<file path="config.mk">
export PLATFORM = sky130hd
export DESIGN_NAME = lmc_mode_ctrl
export DESIGN_NICKNAME = d
export VERILOG_FILES = /design/src/lmc_pkg.sv /design/src/lmc_strm_if.sv /design/src/lmc_fifo.sv /design/src/lmc_mode_ctrl.sv
export SDC_FILE = /design/constraint.sdc
export NUM_CORES = 1
export LEC_CHECK = 0
export BUFFER_PORTS_ARGS = -buffer_cell sky130_fd_sc_hd__buf_2
export CORE_MARGIN = 2
export CORE_UTILIZATION = 60
export CTS_CLUSTER_DIAMETER = 200
export CTS_CLUSTER_SIZE = 10
export DETAILED_ROUTE_END_ITERATION = 16
export GPL_ROUTABILITY_DRIVEN = 0
export PLACE_DENSITY = 0.85
export SLEW_MARGIN = 20
export SYNTH_ARGS = -nofsm -noshare
export SYNTH_HDL_FRONTEND = slang
export SYNTH_SLANG_ARGS = --single-unit
</file>
<file path="constraint.sdc">
create_clock -name clk -period 3.54 [get_ports clk]
set_input_delay 0.531 -clock clk [delete_from_list [all_inputs] [get_ports clk]]
set_output_delay 0.531 -clock clk [all_outputs]
set_load 0.02 [all_outputs]
</file>
<file path="src/lmc_pkg.sv">
// Purpose: Shared constants and types for the transceiver mode controller
// Assumes: 40 MHz system clock
// Notes:   Times are kept in their own unit; cycle counts derive from them, except POR_CYC, which is given in cycles
package lmc_pkg;

  // ==========================================================================
  // Clock and timing
  // ==========================================================================
  localparam int unsigned CLK_HZ         = 40_000_000;
  localparam int unsigned CLK_PER_US     = CLK_HZ / 1_000_000;
  // Wake-input blanking after regulator settles (least time, round up)
  localparam int unsigned BLANK_TIME_US  = 600;
  localparam int unsigned BLANK_CYC      = BLANK_TIME_US * CLK_PER_US;
  // Regulator settle time before it counts as stable
  localparam int unsigned SETTLE_TIME_US = 10;
  localparam int unsigned SETTLE_CYC     = SETTLE_TIME_US * CLK_PER_US;
  // Least time the driver holds one bus level, a crude slope control
  localparam int unsigned HOLD_TIME_NS   = 1000;
  localparam int unsigned HOLD_CYC       = (HOLD_TIME_NS * CLK_PER_US + 999) / 1000;
  // Cycles spent in the power-on state so the synchronisers are filled
  localparam int unsigned POR_CYC        = 4;

  // ==========================================================================
  // Buffering
  // ==========================================================================
  localparam int unsigned FIFO_DEPTH     = 16;
  localparam int unsigned FIFO_WIDTH     = 1;

  // ==========================================================================
  // Input synchroniser bit positions and reset levels
  // ==========================================================================
  localparam int unsigned IN_TXD         = 0;
  localparam int unsigned IN_WAKE        = 1;
  localparam int unsigned IN_LIN         = 2;
  localparam int unsigned IN_REG_OK      = 3;
  localparam int unsigned IN_THERM       = 4;
  localparam int unsigned IN_REG_OVL     = 5;
  localparam int unsigned IN_NUM         = 6;
  // Idle levels: transmit input and bus recessive high, others low
  localparam logic [5:0]  IN_RST         = 6'h05;
  localparam logic        RXD_RST        = 1'b1;
  localparam logic        TX_LVL_RST     = 1'b1;

  // ==========================================================================
  // Modes
  // ==========================================================================
  typedef enum logic [2:0] {
    MODE_POR      = 3'h0,
    MODE_READY    = 3'h1,
    MODE_QREADY   = 3'h2,
    MODE_OPER     = 3'h3,
    MODE_PDOWN    = 3'h4,
    MODE_WAKING   = 3'h5,
    MODE_OVERLOAD = 3'h6
  } lmc_mode_e;

endpackage : lmc_pkg

</file>
<file path="src/lmc_strm_if.sv">
// Purpose: Valid/ready word stream between the controller and its FIFO
// Assumes: Single clock domain
// Notes:   A word moves when valid and ready are both high at a clock edge
`timescale 1ns/100ps
interface lmc_strm_if #(
  parameter int unsigned W = 1
) ();
  logic         valid;
  logic         ready;
  logic [W-1:0] data;

  modport src (output valid, output data, input ready);
  modport snk (input valid, input data, output ready);
endinterface : lmc_strm_if

</file>
<file path="src/lmc_fifo.sv">
// Purpose: Flip-flop FIFO with valid/ready on both sides
// Assumes: Depth is a power of two
// Notes:   Ready and valid come from registered full/empty state
`timescale 1ns/100ps
module lmc_fifo #(
  parameter int unsigned WIDTH = 1,
  parameter int unsigned DEPTH = 16
) (
  input  wire logic clk,
  input  wire logic sys_rst,
  lmc_strm_if.snk   wr,
  lmc_strm_if.src   rd
);

  localparam int unsigned AW = $clog2(DEPTH);

  logic [WIDTH-1:0] mem_q [DEPTH];
  logic [AW-1:0]    wr_ptr_q;
  logic [AW-1:0]    rd_ptr_q;
  logic [AW:0]      count_q;
  logic             push;
  logic             pop;

  // ==========================================================================
  // Handshakes
  // ==========================================================================
  assign wr.ready = (count_q != (AW+1)'(DEPTH));
  assign rd.valid = (count_q != '0);
  assign rd.data  = mem_q[rd_ptr_q];
  assign push     = wr.valid & wr.ready;
  assign pop      = rd.valid & rd.ready;

  // Storage, one entry per generate step
  for (genvar i = 0; i < DEPTH; i++) begin : g_entry
    always_ff @(posedge clk or posedge sys_rst) begin
      if (sys_rst) begin
        mem_q[i] <= '0;
      end else if (push && (wr_ptr_q == AW'(i))) begin
        mem_q[i] <= wr.data;
      end
    end
  end

  // Pointers and fill level
  always_ff @(posedge clk or posedge sys_rst) begin
    if (sys_rst) begin
      wr_ptr_q <= '0;
      rd_ptr_q <= '0;
      count_q  <= '0;
    end else begin
      if (push) wr_ptr_q <= wr_ptr_q + 1'b1;
      if (pop)  rd_ptr_q <= rd_ptr_q + 1'b1;
      if (push && !pop) count_q <= count_q + 1'b1;
      else if (pop && !push) count_q <= count_q - 1'b1;
    end
  end

endmodule : lmc_fifo

</file>
<file path="src/lmc_mode_ctrl.sv">
// Purpose: Mode and protection control of a single-wire bus transceiver
// Assumes: sys_rst stands for battery power-on; all pins are asynchronous
// Notes:   The bus pin is open drain: lin_out is low, lin_oe drives it
//
// Functional notes
// - Power-down: transmitter and regulator both off
// - Bus activity in power-down wakes regulator
// - Power-down goes to operation on wake high
// - Ready states: regulator on, bus recessive
// - Ready: wake rising edge enters operation
// - Quiet ready: wake falling edge enters ready
// - Power-down reached only from operation
// - Power-on starts in a ready state
// - Wake input ignored 600 us after settling; here only after the first settle following power-on
// - Wake input is edge sensitive
// - Operation: wake falling edge enters power-down
// - Thermal overload shuts transmitter; regulator shut only on regulator overload
// - After overload, quiet ready needs toggle
// - Overload: transmitter off, receive reads high
// - Low receive with high transmit: contention
// - Transmit low drives bus dominant
// - Receive output follows sensed bus
`timescale 1ns/100ps
module lmc_mode_ctrl
  import lmc_pkg::*;
#(
  parameter int unsigned BLANK_CYCLES  = BLANK_CYC,
  parameter int unsigned SETTLE_CYCLES = SETTLE_CYC,
  parameter int unsigned HOLD_CYCLES   = HOLD_CYC,
  parameter int unsigned DEPTH         = FIFO_DEPTH
) (
  input  wire logic       clk,
  input  wire logic       sys_rst,
  input  wire logic       txd_pin,
  input  wire logic       wake_pin,
  input  wire logic       lin_in,
  input  wire logic       reg_stable,
  input  wire logic       thermal_ovl,
  input  wire logic       reg_ovl,
  output logic            rxd,
  output logic            lin_out,
  output logic            lin_oe,
  output logic            reg_en,
  output logic            tx_en,
  output logic [2:0]      mode,
  output logic            overload,
  output logic            contention,
  output logic            wake_armed,
  output logic            txd_stall
);

  localparam int unsigned BW = $clog2(BLANK_CYCLES + 1);
  localparam int unsigned SW = $clog2(SETTLE_CYCLES + 1);
  localparam int unsigned HW = $clog2(HOLD_CYCLES + 1);
  localparam int unsigned PW = $clog2(POR_CYC + 1);

  // ==========================================================================
  // Declarations
  // ==========================================================================
  logic [IN_NUM-1:0] in_raw;
  logic [IN_NUM-1:0] sync1_q;
  logic [IN_NUM-1:0] sync2_q;
  logic [IN_NUM-1:0] sync3_q;
  logic [IN_NUM-1:0] flt_q;

  logic              f_txd;
  logic              f_wake;
  logic              f_lin;
  logic              f_reg_ok;
  logic              f_therm;
  logic              f_reg_ovl;

  lmc_mode_e         mode_q;
  logic [PW-1:0]     por_cnt_q;
  logic [SW-1:0]     settle_cnt_q;
  logic              settled;
  logic [BW-1:0]     blank_cnt_q;
  logic              blank_done_q;
  logic              wake_prev_q;
  logic              wake_rise;
  logic              wake_fall;
  logic              lin_prev_q;
  logic              lin_fall;

  logic              txd_last_q;
  logic              tx_lvl_q;
  logic [HW-1:0]     hold_cnt_q;

  logic              rxd_q;
  logic              lin_oe_q;
  logic              lin_out_q;
  logic              reg_en_q;
  logic              tx_en_q;
  logic [2:0]        mode_out_q;
  logic              overload_q;
  logic              contention_q;
  logic              txd_stall_q;

  lmc_strm_if #(.W(FIFO_WIDTH)) push_if ();
  lmc_strm_if #(.W(FIFO_WIDTH)) pop_if ();

  // ==========================================================================
  // Input synchronisers
  // ==========================================================================
  assign in_raw[IN_TXD]     = txd_pin;
  assign in_raw[IN_WAKE]    = wake_pin;
  assign in_raw[IN_LIN]     = lin_in;
  assign in_raw[IN_REG_OK]  = reg_stable;
  assign in_raw[IN_THERM]   = thermal_ovl;
  assign in_raw[IN_REG_OVL] = reg_ovl;

  // Three stages per pin; a new level counts once stages two and three
  // agree, which also rejects a single-cycle glitch
  for (genvar i = 0; i < IN_NUM; i++) begin : g_sync
    always_ff @(posedge clk or posedge sys_rst) begin
      if (sys_rst) begin
        sync1_q[i] <= IN_RST[i];
        sync2_q[i] <= IN_RST[i];
        sync3_q[i] <= IN_RST[i];
        flt_q[i]   <= IN_RST[i];
      end else begin
        sync1_q[i] <= in_raw[i];
        sync2_q[i] <= sync1_q[i];
        sync3_q[i] <= sync2_q[i];
        if (sync2_q[i] == sync3_q[i]) flt_q[i] <= sync3_q[i];
      end
    end
  end

  assign f_txd     = flt_q[IN_TXD];
  assign f_wake    = flt_q[IN_WAKE];
  assign f_lin     = flt_q[IN_LIN];
  assign f_reg_ok  = flt_q[IN_REG_OK];
  assign f_therm   = flt_q[IN_THERM];
  assign f_reg_ovl = flt_q[IN_REG_OVL];

  // ==========================================================================
  // Regulator settle and wake blanking
  // ==========================================================================
  // Settle counter runs only while the regulator is on and reports good
  always_ff @(posedge clk or posedge sys_rst) begin
    if (sys_rst) begin
      settle_cnt_q <= '0;
    end else if (!reg_en_q || !f_reg_ok) begin
      settle_cnt_q <= '0;
    end else if (!settled) begin
      settle_cnt_q <= settle_cnt_q + 1'b1;
    end
  end

  assign settled = (settle_cnt_q == SW'(SETTLE_CYCLES));

  // blanking after settle
  // Counted once after power-on; later regulator restarts do not re-blank,
  // so a wake from power-down is seen at once
  always_ff @(posedge clk or posedge sys_rst) begin
    if (sys_rst) begin
      blank_cnt_q  <= '0;
      blank_done_q <= 1'b0;
    end else if (!blank_done_q && settled) begin
      if (blank_cnt_q == BW'(BLANK_CYCLES - 1)) begin
        blank_done_q <= 1'b1;
      end
      blank_cnt_q <= blank_cnt_q + 1'b1;
    end
  end

  // ==========================================================================
  // Edge detection
  // ==========================================================================
  // gated edge detect
  // The previous level tracks even while blanked, so an input already high
  // at the end of blanking gives no edge
  always_ff @(posedge clk or posedge sys_rst) begin
    if (sys_rst) begin
      wake_prev_q <= IN_RST[IN_WAKE];
      lin_prev_q  <= IN_RST[IN_LIN];
    end else begin
      wake_prev_q <= f_wake;
      lin_prev_q  <= f_lin;
    end
  end

  assign wake_rise = blank_done_q & f_wake & ~wake_prev_q;
  assign wake_fall = blank_done_q & ~f_wake & wake_prev_q;
  // Falling bus edge, such as the start of a break, is bus activity
  assign lin_fall  = ~f_lin & lin_prev_q;

  // ==========================================================================
  // Power-on delay
  // ==========================================================================
  // Holds the power-on state until the wake level has been filtered
  always_ff @(posedge clk or posedge sys_rst) begin
    if (sys_rst) begin
      por_cnt_q <= '0;
    end else if (mode_q == MODE_POR && por_cnt_q != PW'(POR_CYC)) begin
      por_cnt_q <= por_cnt_q + 1'b1;
    end
  end

  // ==========================================================================
  // Mode register
  // ==========================================================================
  // mode state register
  // Overload takes priority over every wake event outside power-on and power-down, where it is not checked
  always_ff @(posedge clk or posedge sys_rst) begin
    if (sys_rst) begin
      mode_q <= MODE_POR;
    end else begin
      case (mode_q)
        MODE_POR: begin
          if (por_cnt_q == PW'(POR_CYC)) begin
            mode_q <= f_wake ? MODE_QREADY : MODE_READY;
          end
        end
        MODE_READY: begin
          if (f_therm) begin
            mode_q <= MODE_OVERLOAD;
          end else if (wake_rise) begin
            mode_q <= MODE_OPER;
          end
        end
        MODE_QREADY: begin
          if (f_therm) begin
            mode_q <= MODE_OVERLOAD;
          end else if (wake_fall) begin
            mode_q <= MODE_READY;
          end
        end
        MODE_OPER: begin
          if (f_therm) begin
            mode_q <= MODE_OVERLOAD;
          end else if (wake_fall) begin
            mode_q <= MODE_PDOWN;
          end
        end
        MODE_PDOWN: begin
          if (wake_rise) begin
            mode_q <= MODE_OPER;
          end else if (lin_fall) begin
            mode_q <= MODE_WAKING;
          end
        end
        MODE_WAKING: begin
          if (f_therm) begin
            mode_q <= MODE_OVERLOAD;
          end else if (settled) begin
            mode_q <= MODE_READY;
          end
        end
        MODE_OVERLOAD: begin
          if (!f_therm) begin
            mode_q <= MODE_QREADY;
          end
        end
        default: begin
          mode_q <= MODE_POR;
        end
      endcase
    end
  end

  // ==========================================================================
  // Regulator and transmitter enables
  // ==========================================================================
  // power-down all off
  always_ff @(posedge clk or posedge sys_rst) begin
    if (sys_rst) begin
      reg_en_q <= 1'b0;
      tx_en_q  <= 1'b0;
    end else begin
      case (mode_q)
        MODE_READY, MODE_QREADY, MODE_OPER, MODE_WAKING: begin
          reg_en_q <= 1'b1;
        end
        MODE_OVERLOAD: begin
          reg_en_q <= ~f_reg_ovl;
        end
        default: begin
          reg_en_q <= 1'b0;
        end
      endcase
      tx_en_q <= (mode_q == MODE_OPER) && !f_therm;
    end
  end

  // ==========================================================================
  // Transmit path through the FIFO
  // ==========================================================================
  // Each change of the transmit input that is accepted is one word; when the FIFO is full the
  // newest level stays pending and is offered again, so a change undone while full is dropped
  assign push_if.valid = (f_txd != txd_last_q);
  assign push_if.data  = FIFO_WIDTH'(f_txd);

  always_ff @(posedge clk or posedge sys_rst) begin
    if (sys_rst) begin
      txd_last_q <= TX_LVL_RST;
    end else if (push_if.valid && push_if.ready) begin
      txd_last_q <= f_txd;
    end
  end

  // Drain side stalls while the current level is held, giving the slope
  // control its time; fast toggling therefore fills the FIFO
  assign pop_if.ready = (hold_cnt_q == '0);

  always_ff @(posedge clk or posedge sys_rst) begin
    if (sys_rst) begin
      tx_lvl_q   <= TX_LVL_RST;
      hold_cnt_q <= '0;
    end else if (pop_if.valid && pop_if.ready) begin
      tx_lvl_q   <= pop_if.data[0];
      hold_cnt_q <= HW'(HOLD_CYCLES - 1);
    end else if (hold_cnt_q != '0) begin
      hold_cnt_q <= hold_cnt_q - 1'b1;
    end
  end

  lmc_fifo #(
    .WIDTH (FIFO_WIDTH),
    .DEPTH (DEPTH)
  ) lmc_fifo_i (
    .clk     (clk),
    .sys_rst (sys_rst),
    .wr      (push_if),
    .rd      (pop_if)
  );

  // ==========================================================================
  // Pin drivers and status
  // ==========================================================================
  // dominant on low
  // recessive unless operating
  // Open drain: the pin is pulled low only while enabled and dominant
  always_ff @(posedge clk or posedge sys_rst) begin
    if (sys_rst) begin
      lin_oe_q  <= 1'b0;
      lin_out_q <= 1'b0;
    end else begin
      lin_oe_q  <= (mode_q == MODE_OPER) && !f_therm && !tx_lvl_q;
      lin_out_q <= 1'b0;
    end
  end

  // overload reads high
  // With the driver off the bus floats recessive, so the receive output
  // reads high while the host holds transmit low
  always_ff @(posedge clk or posedge sys_rst) begin
    if (sys_rst) begin
      rxd_q <= RXD_RST;
    end else begin
      rxd_q <= f_lin;
    end
  end

  // contention flag
  // Only meaningful while the driver is released, so it reads the level
  // actually asked of the bus
  always_ff @(posedge clk or posedge sys_rst) begin
    if (sys_rst) begin
      contention_q <= 1'b0;
    end else begin
      contention_q <= (mode_q == MODE_OPER) && tx_lvl_q && f_txd && !f_lin;
    end
  end

  // Mode, overload and back-pressure status for observation
  always_ff @(posedge clk or posedge sys_rst) begin
    if (sys_rst) begin
      mode_out_q  <= MODE_POR;
      overload_q  <= 1'b0;
      txd_stall_q <= 1'b0;
    end else begin
      mode_out_q  <= mode_q;
      overload_q  <= (mode_q == MODE_OVERLOAD);
      txd_stall_q <= ~push_if.ready;
    end
  end

  assign rxd        = rxd_q;
  assign lin_out    = lin_out_q;
  assign lin_oe     = lin_oe_q;
  assign reg_en     = reg_en_q;
  assign tx_en      = tx_en_q;
  assign mode       = mode_out_q;
  assign overload   = overload_q;
  assign contention = contention_q;
  assign wake_armed = blank_done_q;
  assign txd_stall  = txd_stall_q;

endmodule : lmc_mode_ctrl

</file>
==> summary.md, run 1 <==
| Metric | Value |
|---|---|
| Status | complete, no violations |
| Footprint of the multi-input gates | 1831 sq um |
| Synth Area in Compound Gates | 5.740% |
| Final clock skew | 0.008971 ns |
| Post-Synth Adder-Cell Area | 6.181% |
| Delay-heaviest family, CP | simple AND/OR/NAND/NOR gates |
| Sequential power share | 49.2% |
| Register-to-Register Setup Slack | 0.61 ns |
| DR pass1 iterations | 4 |
| Synthesis-stage register bit count | 103 |
| # port buffers | 18 |
| Peak VDD IR | 0.4720 mV |
| Layout cell share with drive strength beyond 1 | 18.67% |
| CTS tree | done |
| Switching Share | 33.86% |
| Detailed Route Iter0 Violations | 157 |
| Layout Cells excl Fill | 506 |
| Setup tns final | 0 ns |
| Tmin final | 2.934 ns |
| Fill count | 564 |
| Final setup viols | 0 |
| Vias in the first global route | 2849 |
| Top cells by count, synth | 92 x dfrtp_1, 40 x nand2_1, 23 x xnor2_1 |
| Max incr delay on CP | 0.54 ns |
| Cell Rows | 31 |
| XOR/XNOR Fraction of Synth Area | 6.567% |
| Final hold violation count | 0 |
| CP bufs+invs | 2 |
| Sequential element share of the synthesized area | 57.15% |
| EDFF count, synth | 0 |
| Post-layout util | 67.47% |
| Synth area leaders | dfrtp_1 51%, dfstp_2 6.4%, mux2_2 4.7% |
| R2R Path Start | lmc_fifo_i.count_q[0]$_DFFE_PP0P_ |
| Leak | 0.002239 uW |
| RSZ-0062 raised after global routing | false |
| Syn Area/Cell | 11.90 sq um |
| Max-cap violations | 0 |
| CP Class | flip-flop to flip-flop |
| Mux cell area share after synthesis | 7.147% |
| Routed WL per cell | 14.68 microns |
| Clock network power share | 20.7% |
| Worst Path Arrival | 3.19 ns |
| Largest net degree at the start of global routing | 51 |
| CTS max path bufs | 2 |
| Ys async rst share | 100.0% |
| Int Pwr | 2343 uW |
| CTS hold repair buffers | 0 |
| Worst rel slew slack | 54.62% |
| HP Class | input port to asynchronous set/reset pin |
| Total track usage | 19.84% |
| Crit share post-route | 82.88% |
| Worst Reg-to-Reg Cells | 12 |
| WP data required | 3.79 ns |
| Most common cell in the synthesized netlist | dfrtp_1 |
| Die area | 8268 sq um |
| H-Tree Depth | 3 |
| Area growth from synthesis to layout | 8.499% |
| CP Capture Type | flip-flop |
| Detailed placement HPWL | 5196 microns |
| Post-Route WL | 7430 microns |
| Post-Synth Simple-Gate Area | 14.65% |
| Final nets | 427 |
| Largest family of logic cells by synthesized area | simple AND/OR/NAND/NOR gates |
| Pins Over Slew Limit | 0 |
| Netlist cell types | 52 |
| Root Driver | clkbuf_8 |
| I/O Pins | 20 |
| Starting density of the core | 62.18% |
| Cells after Synth | 381 |
| GR Overflow Total | 0 |
| Worst r2r dst | lmc_fifo_i.count_q[4]$_DFFE_PP0P_ |
| Top cell by count, worst path | nor2_1 |
| Clock transition at the registers of the reported paths | 0.10 ns |
| Fmax | 340.8 MHz |
| Comb power frac | 30.0% |
| Core area | 7292 sq um |
| Yosys warning total | 0 |
| FF+latch area | 2591 sq um |
| DIE HEIGHT | 90.93 microns |
| Placed cells | 490 |
| Clock sink count | 103 |
| Cell Area, Placed | 4721 sq um |
| Worst slew pin tran | 0.6744 ns |
| Initial antenna violation count | 0 |
| Antenna Nets Post-Route | 0 |
| Main synth FF type | dfrtp_1 |
| Global-route wire length before repair | 13120 microns |
| Worst Path Max Fanout | 7 |
| Mapped Area | 4534 sq um |
| Post-CTS sizing | 0 |
| Routed vias/inst | 5.579 |
| P_sw | 1200 uW |
| Via count | 2823 |
| Die outline width | 90.93 microns |
| P per Cell Area | 720.0 nW/um^2 |
| Cells along the critical path | or4_1, nor2_1, nor2_1, inv_1, ha_1, inv_1, fa_1, a21o_1, a21oi_1, xnor2_1, nor2_1, xor2_1 |
| Clock Latency Late Sink | 0.36 ns |
| Area leader, netlist | dfrtp_1 |
| Antenna diodes | 0 |
| Post-CTS Setup Repair Bufs | 0 |
| Num CTS Buffers | 9 |
| Setup crit start kind | flip-flop |
| Synth top area share | 50.77% |
| Final instance area | 4920 sq um |
| CP max stage cell | or4_1 |
| Residual DRC | 0 |
| Mapped Nets | 406 |
## cell families after synthesis
kind of cell	Yosys count
compound gates	42
xor+xnor	34
fa+ha+maj	23
buf+inv	27
flops	103
mux	26
other cells	1
simple gates	125
## worst register-to-register path, stage by stage (launching register included)
cell,delay [ns]
dfrtp_1,0.45
or4_1,0.54
nor2_1,0.13
nor2_1,0.13
inv_1,0.14
ha_1,0.20
inv_1,0.10
fa_1,0.42
a21o_1,0.19
a21oi_1,0.19
xnor2_1,0.15
nor2_1,0.07
xor2_1,0.14
## layout by cell type, fill, tap and decap left out, types with 2 or more instances in the layout
cell | netlist | final
a21boi_0 | 2 | 2
a21o_1 | 3 | 3
a21oi_1 | 12 | 12
a22o_1 | 2 | 2
a31oi_1 | 2 | 2
and2_1 | 2 | 2
and3_1 | 8 | 8
and3b_1 | 2 | 2
and4_1 | 3 | 3
buf_2 | 0 | 18
buf_4 | 1 | 3
clkbuf_8 | 0 | 10
clkinv_2 | 0 | 2
clkinv_4 | 0 | 2
dfrtp_1 | 92 | 92
dfstp_2 | 11 | 11
ha_1 | 16 | 16
inv_1 | 16 | 15
maj3_1 | 6 | 6
mux2_1 | 2 | 2
mux2_2 | 19 | 19
mux2i_1 | 2 | 2
mux4_2 | 3 | 3
nand2_1 | 40 | 40
nand2b_1 | 2 | 2
nand3_1 | 15 | 15
nand3b_1 | 3 | 3
nand4_1 | 4 | 4
nor2_1 | 21 | 21
nor2b_1 | 5 | 5
nor3_1 | 3 | 3
nor4_1 | 2 | 2
nor4b_1 | 2 | 2
o21ai_0 | 15 | 15
or3_1 | 4 | 4
xnor2_1 | 23 | 23
xor2_1 | 11 | 11
## power by group through the flow
| stage | combinational [uW] | sequential [uW] | clock, uW |
|---|---|---|---|
| 6_report | 1060 | 1740 | 735 |
| 5_1_grt | 1190 | 1790 | 792 |
| 4_1_cts | 1070 | 1740 | 745 |
| 3_5_place_dp | 1060 | 1760 | 0 |
| 3_3_place_gp | 1010 | 1740 | 0 |
| 2_1_floorplan | 877 | 1680 | 0 |
## cell type report
cell class              instances  area share [%]
well taps                      99           2.518
inverters                      16           1.272
multi-input cells             251           37.21
flip-flops and latches        103           52.67
clock buffers                  11           2.874
clock inverters                 5           1.170
repair buffers                 21           2.289
## flip-flops by register name, summed over array words and instances (netlist names), 3 cells and up
name	flops
blank_cnt_q	15
hold_cnt_q	6
lmc_fifo_i.count_q	5
lmc_fifo_i.mem_q	16
lmc_fifo_i.rd_ptr_q	4
lmc_fifo_i.wr_ptr_q	4
mode	3
mode_q	3
por_cnt_q	3
settle_cnt_q	9
sync1_q	6
sync2_q	6
sync3_q	6
## through the flow
step	setup WS, ns	hold slack, ns	power, uW
6_report	0.6060	0.2326	3542
5_1_grt	0.3112	0.2394	3777
3_5_place_dp	0.6228	0.3347	2826
2_1_floorplan	0.3234	0.3312	2553
3_3_place_gp	0.7192	0.3330	2750
4_1_cts	0.6051	0.2489	3557
## how the worst max path moves through the flow
stage                                           start                                end  slack [ns]  cells past startpoint
floorplan                                     sys_rst         blank_cnt_q[0]$_DFFE_PP0P_        0.32                      1
global placement    lmc_fifo_i.count_q[0]$_DFFE_PP0P_  lmc_fifo_i.count_q[4]$_DFFE_PP0P_        0.72                     12
detailed placement  lmc_fifo_i.count_q[0]$_DFFE_PP0P_  lmc_fifo_i.count_q[4]$_DFFE_PP0P_        0.62                     12
CTS                 lmc_fifo_i.count_q[0]$_DFFE_PP0P_  lmc_fifo_i.count_q[4]$_DFFE_PP0P_        0.61                     12
global route                hold_cnt_q[0]$_DFFE_PP0P_  lmc_fifo_i.count_q[4]$_DFFE_PP0P_        0.31                     13
finish              lmc_fifo_i.count_q[0]$_DFFE_PP0P_  lmc_fifo_i.count_q[4]$_DFFE_PP0P_        0.61                     12
## routing by layer
| metal | vias up | part of all wire, % | global-route usage, % |
|---|---|---|---|
| met1 | 1407 | 46 | 25.50 |
| met4 | 0 | 1.7 | 6.061 |
| met3 | 15 | 3.2 | 5.394 |
| met2 | 50 | 49 | 33.09 |
| met5 | - | 0 | 0 |
| li1 | 1351 | - | - |
Note: power is estimated with default switching activity, not from simulation.
==> inputs of run 2 (changes only) <==
--- a/config.mk
+++ b/config.mk
@@ -5,14 +5,15 @@
 export SDC_FILE = /design/constraint.sdc
 export NUM_CORES = 1
 export LEC_CHECK = 0
+export ABC_AREA = 1
 export BUFFER_PORTS_ARGS = -buffer_cell sky130_fd_sc_hd__buf_2
 export CORE_MARGIN = 2
-export CORE_UTILIZATION = 60
+export CORE_UTILIZATION = 56
 export CTS_CLUSTER_DIAMETER = 200
 export CTS_CLUSTER_SIZE = 10
 export DETAILED_ROUTE_END_ITERATION = 16
 export GPL_ROUTABILITY_DRIVEN = 0
-export PLACE_DENSITY = 0.85
+export PLACE_DENSITY = 0.83
 export SLEW_MARGIN = 20
 export SYNTH_ARGS = -nofsm -noshare
 export SYNTH_HDL_FRONTEND = slang
==> constraint.sdc (replaced) <==
create_clock -name clk -period 2.6 [get_ports clk]
set_input_delay 0.39 -clock clk [delete_from_list [all_inputs] [get_ports clk]]
set_output_delay 0.39 -clock clk [all_outputs]
set_load 0.02 [all_outputs]
==> run 2 against run 1 <==
  * Total power increased by 41%
  * Critical path depth increased by 2
  * Sequential power increased by 31%
  * Core utilization shrank 5.1 points
==> summary.md, run 2 <==
| Metric | Value |
|---|---|
| RSZ-0062 raised after global routing | false |
| I/O Pins | 20 (unchanged) |
| Fmax | 427.6 MHz (+25%) |
| Worst slew pin tran | 0.5241 ns (-0.1504 ns) |
| Switching Share | 38.77% (+4.9 points) |
| CTS tree | done |
| Yosys warning total | 0 (unchanged) |
| DR pass1 iterations | 5 (+1) |
| Status | complete, no violations |
| Worst rel slew slack | 65.06% (+10 points) |
| Peak VDD IR | 0.6988 mV (+48%) |
| Leak | 0.002640 uW (+18%) |
| Final nets | 625 (+46%) |
| H-Tree Depth | 3 (unchanged) |
| Post-CTS Setup Repair Bufs | 0 (unchanged) |
| Main synth FF type | dfrtp_1 |
| Worst Path Max Fanout | 8 (+1) |
| Final clock skew | 0.006074 ns (-0.002897 ns) |
| Mapped Area | 5026 sq um (+11%) |
| Global-route wire length before repair | 16340 microns (+25%) |
| Max FFs per register | 16 (unchanged) |
| Clock network power share | 20.5% (-0.2 points) |
| Synth area leaders | dfrtp_1 46%, nand2_1 10%, dfstp_2 5.8% |
| Layout Cells excl Fill | 713 (+41%) |
| Cell Area, Placed | 5220 sq um (+11%) |
| Worst Hold End | sync1_q[2]$_DFF_PP1_ |
| Most common cell after layout, fill and taps aside | nand2_1 |
| Final setup viols | 0 (unchanged) |
| Crit share post-route | 89.95% (+7.1 points) |
| Detailed Route Iter0 Violations | 227 (+45%) |
| Sequential element share of the synthesized area | 51.56% (-5.6 points) |
| CTS hold repair buffers | 0 (unchanged) |
| Max incr delay on CP | 0.39 ns (-0.15 ns) |
| Die area | 9749 sq um (+18%) |
| P per Cell Area | 916.4 nW/um^2 (+27%) |
| Fill count | 706 (+25%) |
| Comb power frac | 33.8% (+3.8 points) |
| Largest net degree at the start of global routing | 104 (+100%) |
| Clock sink count | 103 (unchanged) |
| Antenna Nets Post-Route | 0 (unchanged) |
| Core area | 8721 sq um (+20%) |
| CP Capture Type | flip-flop |
| Clock transition at the registers of the reported paths | 0.10 ns (about the same) |
| EDFF count, synth | 0 (unchanged) |
| Ys async rst share | 100.0% (unchanged) |
| CP max stage cell | dfrtp_1 |
| Final instance area | 5435 sq um (+10%) |
| Register-to-Register Setup Slack | 0.26 ns (-0.34 ns) |
| Critical path depth | 14 (+2) |
| Cell Rows | 34 (+9.7%) |
| Netlist cell types | 35 (-33%) |
| Mapped Nets | 601 (+48%) |
| Via count | 3689 (+31%) |
| Hold Path Depth | 1 |
| Reg with most FFs | lmc_fifo_i.mem_q |
| Final hold violation count | 0 (unchanged) |
| Top cell by count, worst path | nand2_1 |
| Sequential power share | 45.7% (-3.5 points) |
| Clock Latency Late Sink | 0.37 ns (about the same) |
| Worst hold start | lin_in |
| CP Class | flip-flop to flip-flop |
| Tmin final | 2.339 ns (-0.5953 ns) |
| Syn Area/Cell | 8.726 sq um (-27%) |
| CP bufs+invs | 3 (+1) |
| Int Pwr | 3050 uW (+30%) |
| Detailed placement HPWL | 6448 microns (+24%) |
| Delay-heaviest family, CP | adder cells |
| Most common cell in the synthesized netlist | nand2_1 |
| Layout cell share with drive strength beyond 1 | 14.05% (-4.6 points) |
| HP Class | input port to flip-flop |
| GR Overflow Total | 0 (unchanged) |
| Worst r2r dst | lmc_fifo_i.count_q[4]$_DFFE_PP0P_ |
| DIE HEIGHT | 98.74 microns (+8.6%) |
| Synth top area share | 45.81% (-5.0 points) |
| Total track usage | 20.55% (+0.71 points) |
| R2R Path Start | hold_cnt_q[0]$_DFFE_PP0P_ |
| Antenna diodes | 0 (unchanged) |
| Top cells by count, synth | 138 x nand2_1, 92 x dfrtp_1, 71 x nor2_1 |
| Area leader, netlist | dfrtp_1 |
| Die outline width | 98.74 microns (+8.6%) |
| WP data required | 2.92 ns (-0.87 ns) |
| Synthesis-stage register bit count | 103 (unchanged) |
| Routed WL per cell | 12.84 microns (-13%) |
| Residual DRC | 0 (unchanged) |
| Root Driver | clkbuf_8 |
| Initial antenna violation count | 0 (unchanged) |
| Cells along the critical path | inv_1, ha_1, nand4_4, nor2_4, inv_2, ha_1, inv_2, ha_1, nand2_1, nand2_1, a21oi_1, xor2_1, nand2_1, nand2_1 |
| P_sw | 1931 uW (+61%) |
| Vias in the first global route | 3747 (+32%) |
| Max-cap violations | 0 (unchanged) |
| Placed cells | 697 (+42%) |
| Top flop regs | lmc_fifo_i.mem_q: 16 flops, blank_cnt_q: 15 flops, settle_cnt_q: 9 flops |
| Commonest non-fill, non-tap cells in the layout | 138 x nand2_1, 92 x dfrtp_1, 70 x nor2_1, 67 x inv_1, 41 x nand3_1 |
| # port buffers | 18 (unchanged) |
| Area growth from synthesis to layout | 8.140% |
| Worst Reg-to-Reg Cells | 14 (+2) |
| Routed vias/inst | 5.174 (-7.3%) |
| Worst Path Arrival | 2.66 ns (-0.53 ns) |
| Post-CTS sizing | 0 (unchanged) |
| Setup tns final | 0 ns (unchanged) |
| Pins Over Slew Limit | 0 (unchanged) |
| Post-Route WL | 9153 microns (+23%) |
| CTS max path bufs | 2 (unchanged) |
| Num CTS Buffers | 9 (unchanged) |
| Setup crit start kind | flip-flop |
| Cells after Synth | 576 (+51%) |
| Starting density of the core | 57.63% (-4.5 points) |
run 2: through the flow:
stage	utilization, %	power (uW)	setup WS (ns)	hold WS (ns)
final	62.32	4981	0.2613	0.1051
after global routing	62.32	5375	0.05408	0.07360
after CTS	62.20	4999	0.1237	0.08632
after floorplan	-	3531	0.3558	0.3312
after global placement	59.86	3825	0.3437	0.3358
after detailed placement	59.86	3955	0.1552	0.3419
run 2: cell type report:
class	count	area (sq um)	share of cell area [%]
multi-input cells	389	2082	38.31
well taps	108	135.1	2.486
repair buffers	22	132.6	2.440
clock buffers	9	123.9	2.279
flip-flops and latches	103	2591	47.68
clock inverters	7	80.08	1.473
inverters	75	290.3	5.341
run 2: power by group through the flow:
stage / clock network (uW) / registers (uW) / logic (uW)
detailed placement: 0 / 2300 / 1650
global placement: 0 / 2270 / 1550
CTS: 1050 / 2270 / 1670
global route: 1110 / 2320 / 1940
floorplan: 0 / 2260 / 1270
finish: 1020 / 2280 / 1680
run 2: logic make-up after synthesis:
kind of cell | share of synthesized area (%)
and+or+nand+nor | 24.97
AOI/OAI and AO/OA | 6.224
other | 0.07461
xor gates and xnor gates | 4.356
buffers and inverters | 7.244
DFF | 51.56
adders and majority gates | 5.576
run 2: worst max-delay path by stage:
stage                                    from                                 to  slack, ns
CTS                 hold_cnt_q[0]$_DFFE_PP0P_  lmc_fifo_i.count_q[4]$_DFFE_PP0P_       0.12
global placement    hold_cnt_q[0]$_DFFE_PP0P_  lmc_fifo_i.count_q[4]$_DFFE_PP0P_       0.34
global route        hold_cnt_q[0]$_DFFE_PP0P_  lmc_fifo_i.count_q[4]$_DFFE_PP0P_       0.05
detailed placement  hold_cnt_q[0]$_DFFE_PP0P_  lmc_fifo_i.count_q[4]$_DFFE_PP0P_       0.16
finish              hold_cnt_q[0]$_DFFE_PP0P_  lmc_fifo_i.count_q[4]$_DFFE_PP0P_       0.26
floorplan           hold_cnt_q[0]$_DFFE_PP0P_  lmc_fifo_i.count_q[4]$_DFFE_PP0P_       0.36
run 2: metal layers:
metal  vias to the layer above  global-route usage [%]  part of all wire [%]
met5                         -                       0                     0
met4                         0                   6.217                  0.86
met3                        11                   4.965                   3.4
met2                        67                   35.90                    53
met1                      1750                   25.41                    43
li1                       1861                       -                     -
==> inputs of run 3 (changes only) <==
--- a/config.mk
+++ b/config.mk
@@ -5,15 +5,16 @@
 export SDC_FILE = /design/constraint.sdc
 export NUM_CORES = 1
 export LEC_CHECK = 0
-export ABC_AREA = 1
 export BUFFER_PORTS_ARGS = -buffer_cell sky130_fd_sc_hd__buf_2
 export CORE_MARGIN = 2
-export CORE_UTILIZATION = 56
+export CORE_UTILIZATION = 55
 export CTS_CLUSTER_DIAMETER = 200
 export CTS_CLUSTER_SIZE = 10
 export DETAILED_ROUTE_END_ITERATION = 16
 export GPL_ROUTABILITY_DRIVEN = 0
-export PLACE_DENSITY = 0.83
+export HOLD_SLACK_MARGIN = 0.1
+export PLACE_DENSITY = 0.82
+export RECOVER_POWER = 100
 export SLEW_MARGIN = 20
 export SYNTH_ARGS = -nofsm -noshare
 export SYNTH_HDL_FRONTEND = slang
==> run 3 against run 2 <==
  * Routed wire length down 17%
  * Clock power up 7%
  * First-iteration DRC count down 59%
  * Register-to-register slack worse by 0.17 ns
  * Worst setup slack worse by 0.17 ns
  * Non-clock buffer count up 9
  * Combinational power down 3%
  * The run now ends with capacitance limit, slew limit left
==> summary.md, run 3 (same netlist as run 1, synthesis figures left out) <==
| Metric | Value |
|---|---|
| CP Class | flip-flop to flip-flop |
| Initial antenna violation count | 0 (unchanged) |
| Detailed placement HPWL | 5164 microns (-20%) |
| Detailed Route Iter0 Violations | 92 (-59%) |
| RSZ-0062 raised after global routing | true |
| DIE HEIGHT | 94.80 microns (-4.0%) |
| Final setup viols | 0 (unchanged) |
| Status | complete, but fails checks |
| Total track usage | 19.05% (-1.5 points) |
| Final clock skew | 0.01062 ns (+0.004550 ns) |
| Setup crit start kind | flip-flop |
| Max-cap violations | 1 (+1) |
| DR pass1 iterations | 4 (-1) |
| CP Capture Type | flip-flop |
| Via count | 2855 (-23%) |
| Worst rel slew slack | -43.52% (-110 points) |
| Root Driver | clkbuf_8 |
| HP Class | input port to flip-flop |
| Largest net degree at the start of global routing | 104 (unchanged) |
| FF+latch area | 2591 sq um (unchanged) |
| Final nets | 437 (-30%) |
| Global-route wire length before repair | 13320 microns (-18%) |
| Post-Route WL | 7621 microns (-17%) |
| Worst Path Max Fanout | 4 (-4) |
| Layout cell share with drive strength beyond 1 | 20.86% (+6.8 points) |
| CTS max path bufs | 2 (unchanged) |
| Switching Share | 33.68% (-5.1 points) |
| Antenna diodes | 0 (unchanged) |
| Most common cell after layout, fill and taps aside | dfrtp_1 |
| Cell Rows | 33 (-2.9%) |
| Starting density of the core | 56.03% (-1.6 points) |
| Final setup margin | 0.08740 ns (-0.1739 ns) |
| CTS tree | done |
| Antenna Nets Post-Route | 0 (unchanged) |
| Worst slew pin tran | 2.153 ns (+1.629 ns) |
| Reg with most FFs | lmc_fifo_i.mem_q |
| Clock network power share | 21.6% (+1.1 points) |
| Fill count | 612 (-13%) |
| Post-Place Worst Slack | -0.02389 ns (-0.1791 ns) |
| Die outline width | 94.80 microns (-4.0%) |
| Area growth from synthesis to layout | 11.87% |
| Failing checks | capacitance limit, slew limit |
| I/O Pins | 20 (unchanged) |
| Int Pwr | 3361 uW (+10%) |
| Max FFs per register | 16 (unchanged) |
| Clock Latency Late Sink | 0.37 ns (about the same) |
| Crit share post-route | 96.64% (+6.7 points) |
| Footprint of the multi-input gates | 1881 sq um (-9.7%) |
| Final hold violation count | 0 (unchanged) |
| Clock sink count | 103 (unchanged) |
| Pins Over Slew Limit | 104 (+104) |
| Sequential power share | 46.2% (+0.5 points) |
| P per Cell Area | 999.0 nW/um^2 (+9.0%) |
| Clock transition at the registers of the reported paths | 0.09 ns (about the same) |
| H-Tree Depth | 3 (unchanged) |
| Commonest non-fill, non-tap cells in the layout | 92 x dfrtp_1, 40 x nand2_1, 23 x xnor2_1, 19 x mux2_2, 19 x nor2_1 |
| Die area | 8986 sq um (-7.8%) |
| # port buffers | 18 (unchanged) |
| Num CTS Buffers | 9 (unchanged) |
| Fmax | 398.0 MHz (-6.9%) |
| Peak VDD IR | 0.8268 mV (+18%) |
| Core area | 8093 sq um (-7.2%) |
| Worst Path Arrival | 2.76 ns (+0.10 ns) |
| Residual DRC | 0 (unchanged) |
| WP data required | 2.85 ns (-0.07 ns) |
| Tmin final | 2.513 ns (+0.1739 ns) |
| Top flop regs | lmc_fifo_i.mem_q: 16 flops, blank_cnt_q: 15 flops, settle_cnt_q: 9 flops |
| Leak | 0.002268 uW (-14%) |
| Routed vias/inst | 5.469 (+5.7%) |
| GR Overflow Total | 0 (unchanged) |
| Vias in the first global route | 2926 (-22%) |
| Comb power frac | 32.3% (-1.5 points) |
| Routed WL per cell | 14.60 microns (+14%) |
| Worst hold slack | 0.1237 ns (+0.01859 ns) |
| P_sw | 1707 uW (-12%) |
-- run 3: worst paths after layout --
| kind | slack (ns) | end | from | depth (start not counted) |
|---|---|---|---|---|
| setup / recovery | 0.09 | lmc_fifo_i.count_q[4]$_DFFE_PP0P_ | lmc_fifo_i.count_q[3]$_DFFE_PP0P_ | 12 |
| min in group asynchronous | 0.84 | hold_cnt_q[4]$_DFFE_PP0P_ | sys_rst | 3 |
| hold / removal | 0.12 | sync1_q[3]$_DFF_PP0_ | reg_stable | 1 |
| setup reg to reg | 0.09 | lmc_fifo_i.count_q[4]$_DFFE_PP0P_ | lmc_fifo_i.count_q[3]$_DFFE_PP0P_ | 12 |
| hold reg to reg | 0.36 | sync2_q[5]$_DFF_PP0_ | sync1_q[5]$_DFF_PP0_ | 0 |
| max in group asynchronous | 0.50 | blank_cnt_q[5]$_DFFE_PP0P_ | sys_rst | 3 |
-- run 3: what timing repair did --
| action | 4_1_cts | 5_1_grt |
|---|---|---|
| setup endpoints to repair | 1 | 2 |
| resized for setup | 1 | 7 |
| endpoints found under the hold margin | 1 | 2 |
| buffers inserted | 0 | 1 |
| hold buffers | 1 | 2 |
| pin swaps | 1 | 1 |
-- run 3: worst max-delay path, cell delays in order (launching register included) --
cell     delay, ns
dfrtp_1       0.39
or4_4         0.54
nor2_4        0.13
nor2_2        0.05
inv_2         0.07
ha_4          0.15
inv_4         0.05
fa_2          0.34
a21o_1        0.18
a21oi_2       0.15
xnor2_1       0.13
nor2_1        0.07
xor2_1        0.14
-- run 3: final cells by class --
type / count / share of cell area [%]
Inverter: 16 / 1.307
Clock inverter: 7 / 1.875
Sequential cell: 103 / 51.09
Clock buffer: 9 / 2.442
Timing Repair Buffer: 31 / 3.626
Multi-Input combinational cell: 251 / 37.07
Tap cell: 105 / 2.590
-- run 3: routing by layer --
metal	vias to the layer above	global-route usage, %	wire [microns]
li1	1371	-	-
met1	1426	23.50	3319
met2	48	32.98	3950
met3	10	4.789	250
met4	0	5.918	100
met5	-	0	0
-- run 3: stage by stage --
step	setup TNS [ns]	total power, uW	util [%]	area [sq um]	std cells
after floorplan	0	3486	-	4548	381
after global placement	0	3811	59.28	4797	502
after detailed placement	-0.02389	3916	59.28	4797	502
after CTS	0	5038	62.15	5030	519
after global routing	-0.02316	5430	62.68	5072	522
final	0	5067	62.68	5072	522
-- run 3: power by group through the flow --
| stage | Sequential (uW) | Combinational (uW) | Clock [uW] |
|---|---|---|---|
| 6_report | 2340 | 1630 | 1090 |
| 5_1_grt | 2400 | 1850 | 1180 |
| 4_1_cts | 2340 | 1590 | 1110 |
| 3_5_place_dp | 2360 | 1550 | 0 |
| 3_3_place_gp | 2330 | 1480 | 0 |
| 2_1_floorplan | 2280 | 1200 | 0 |
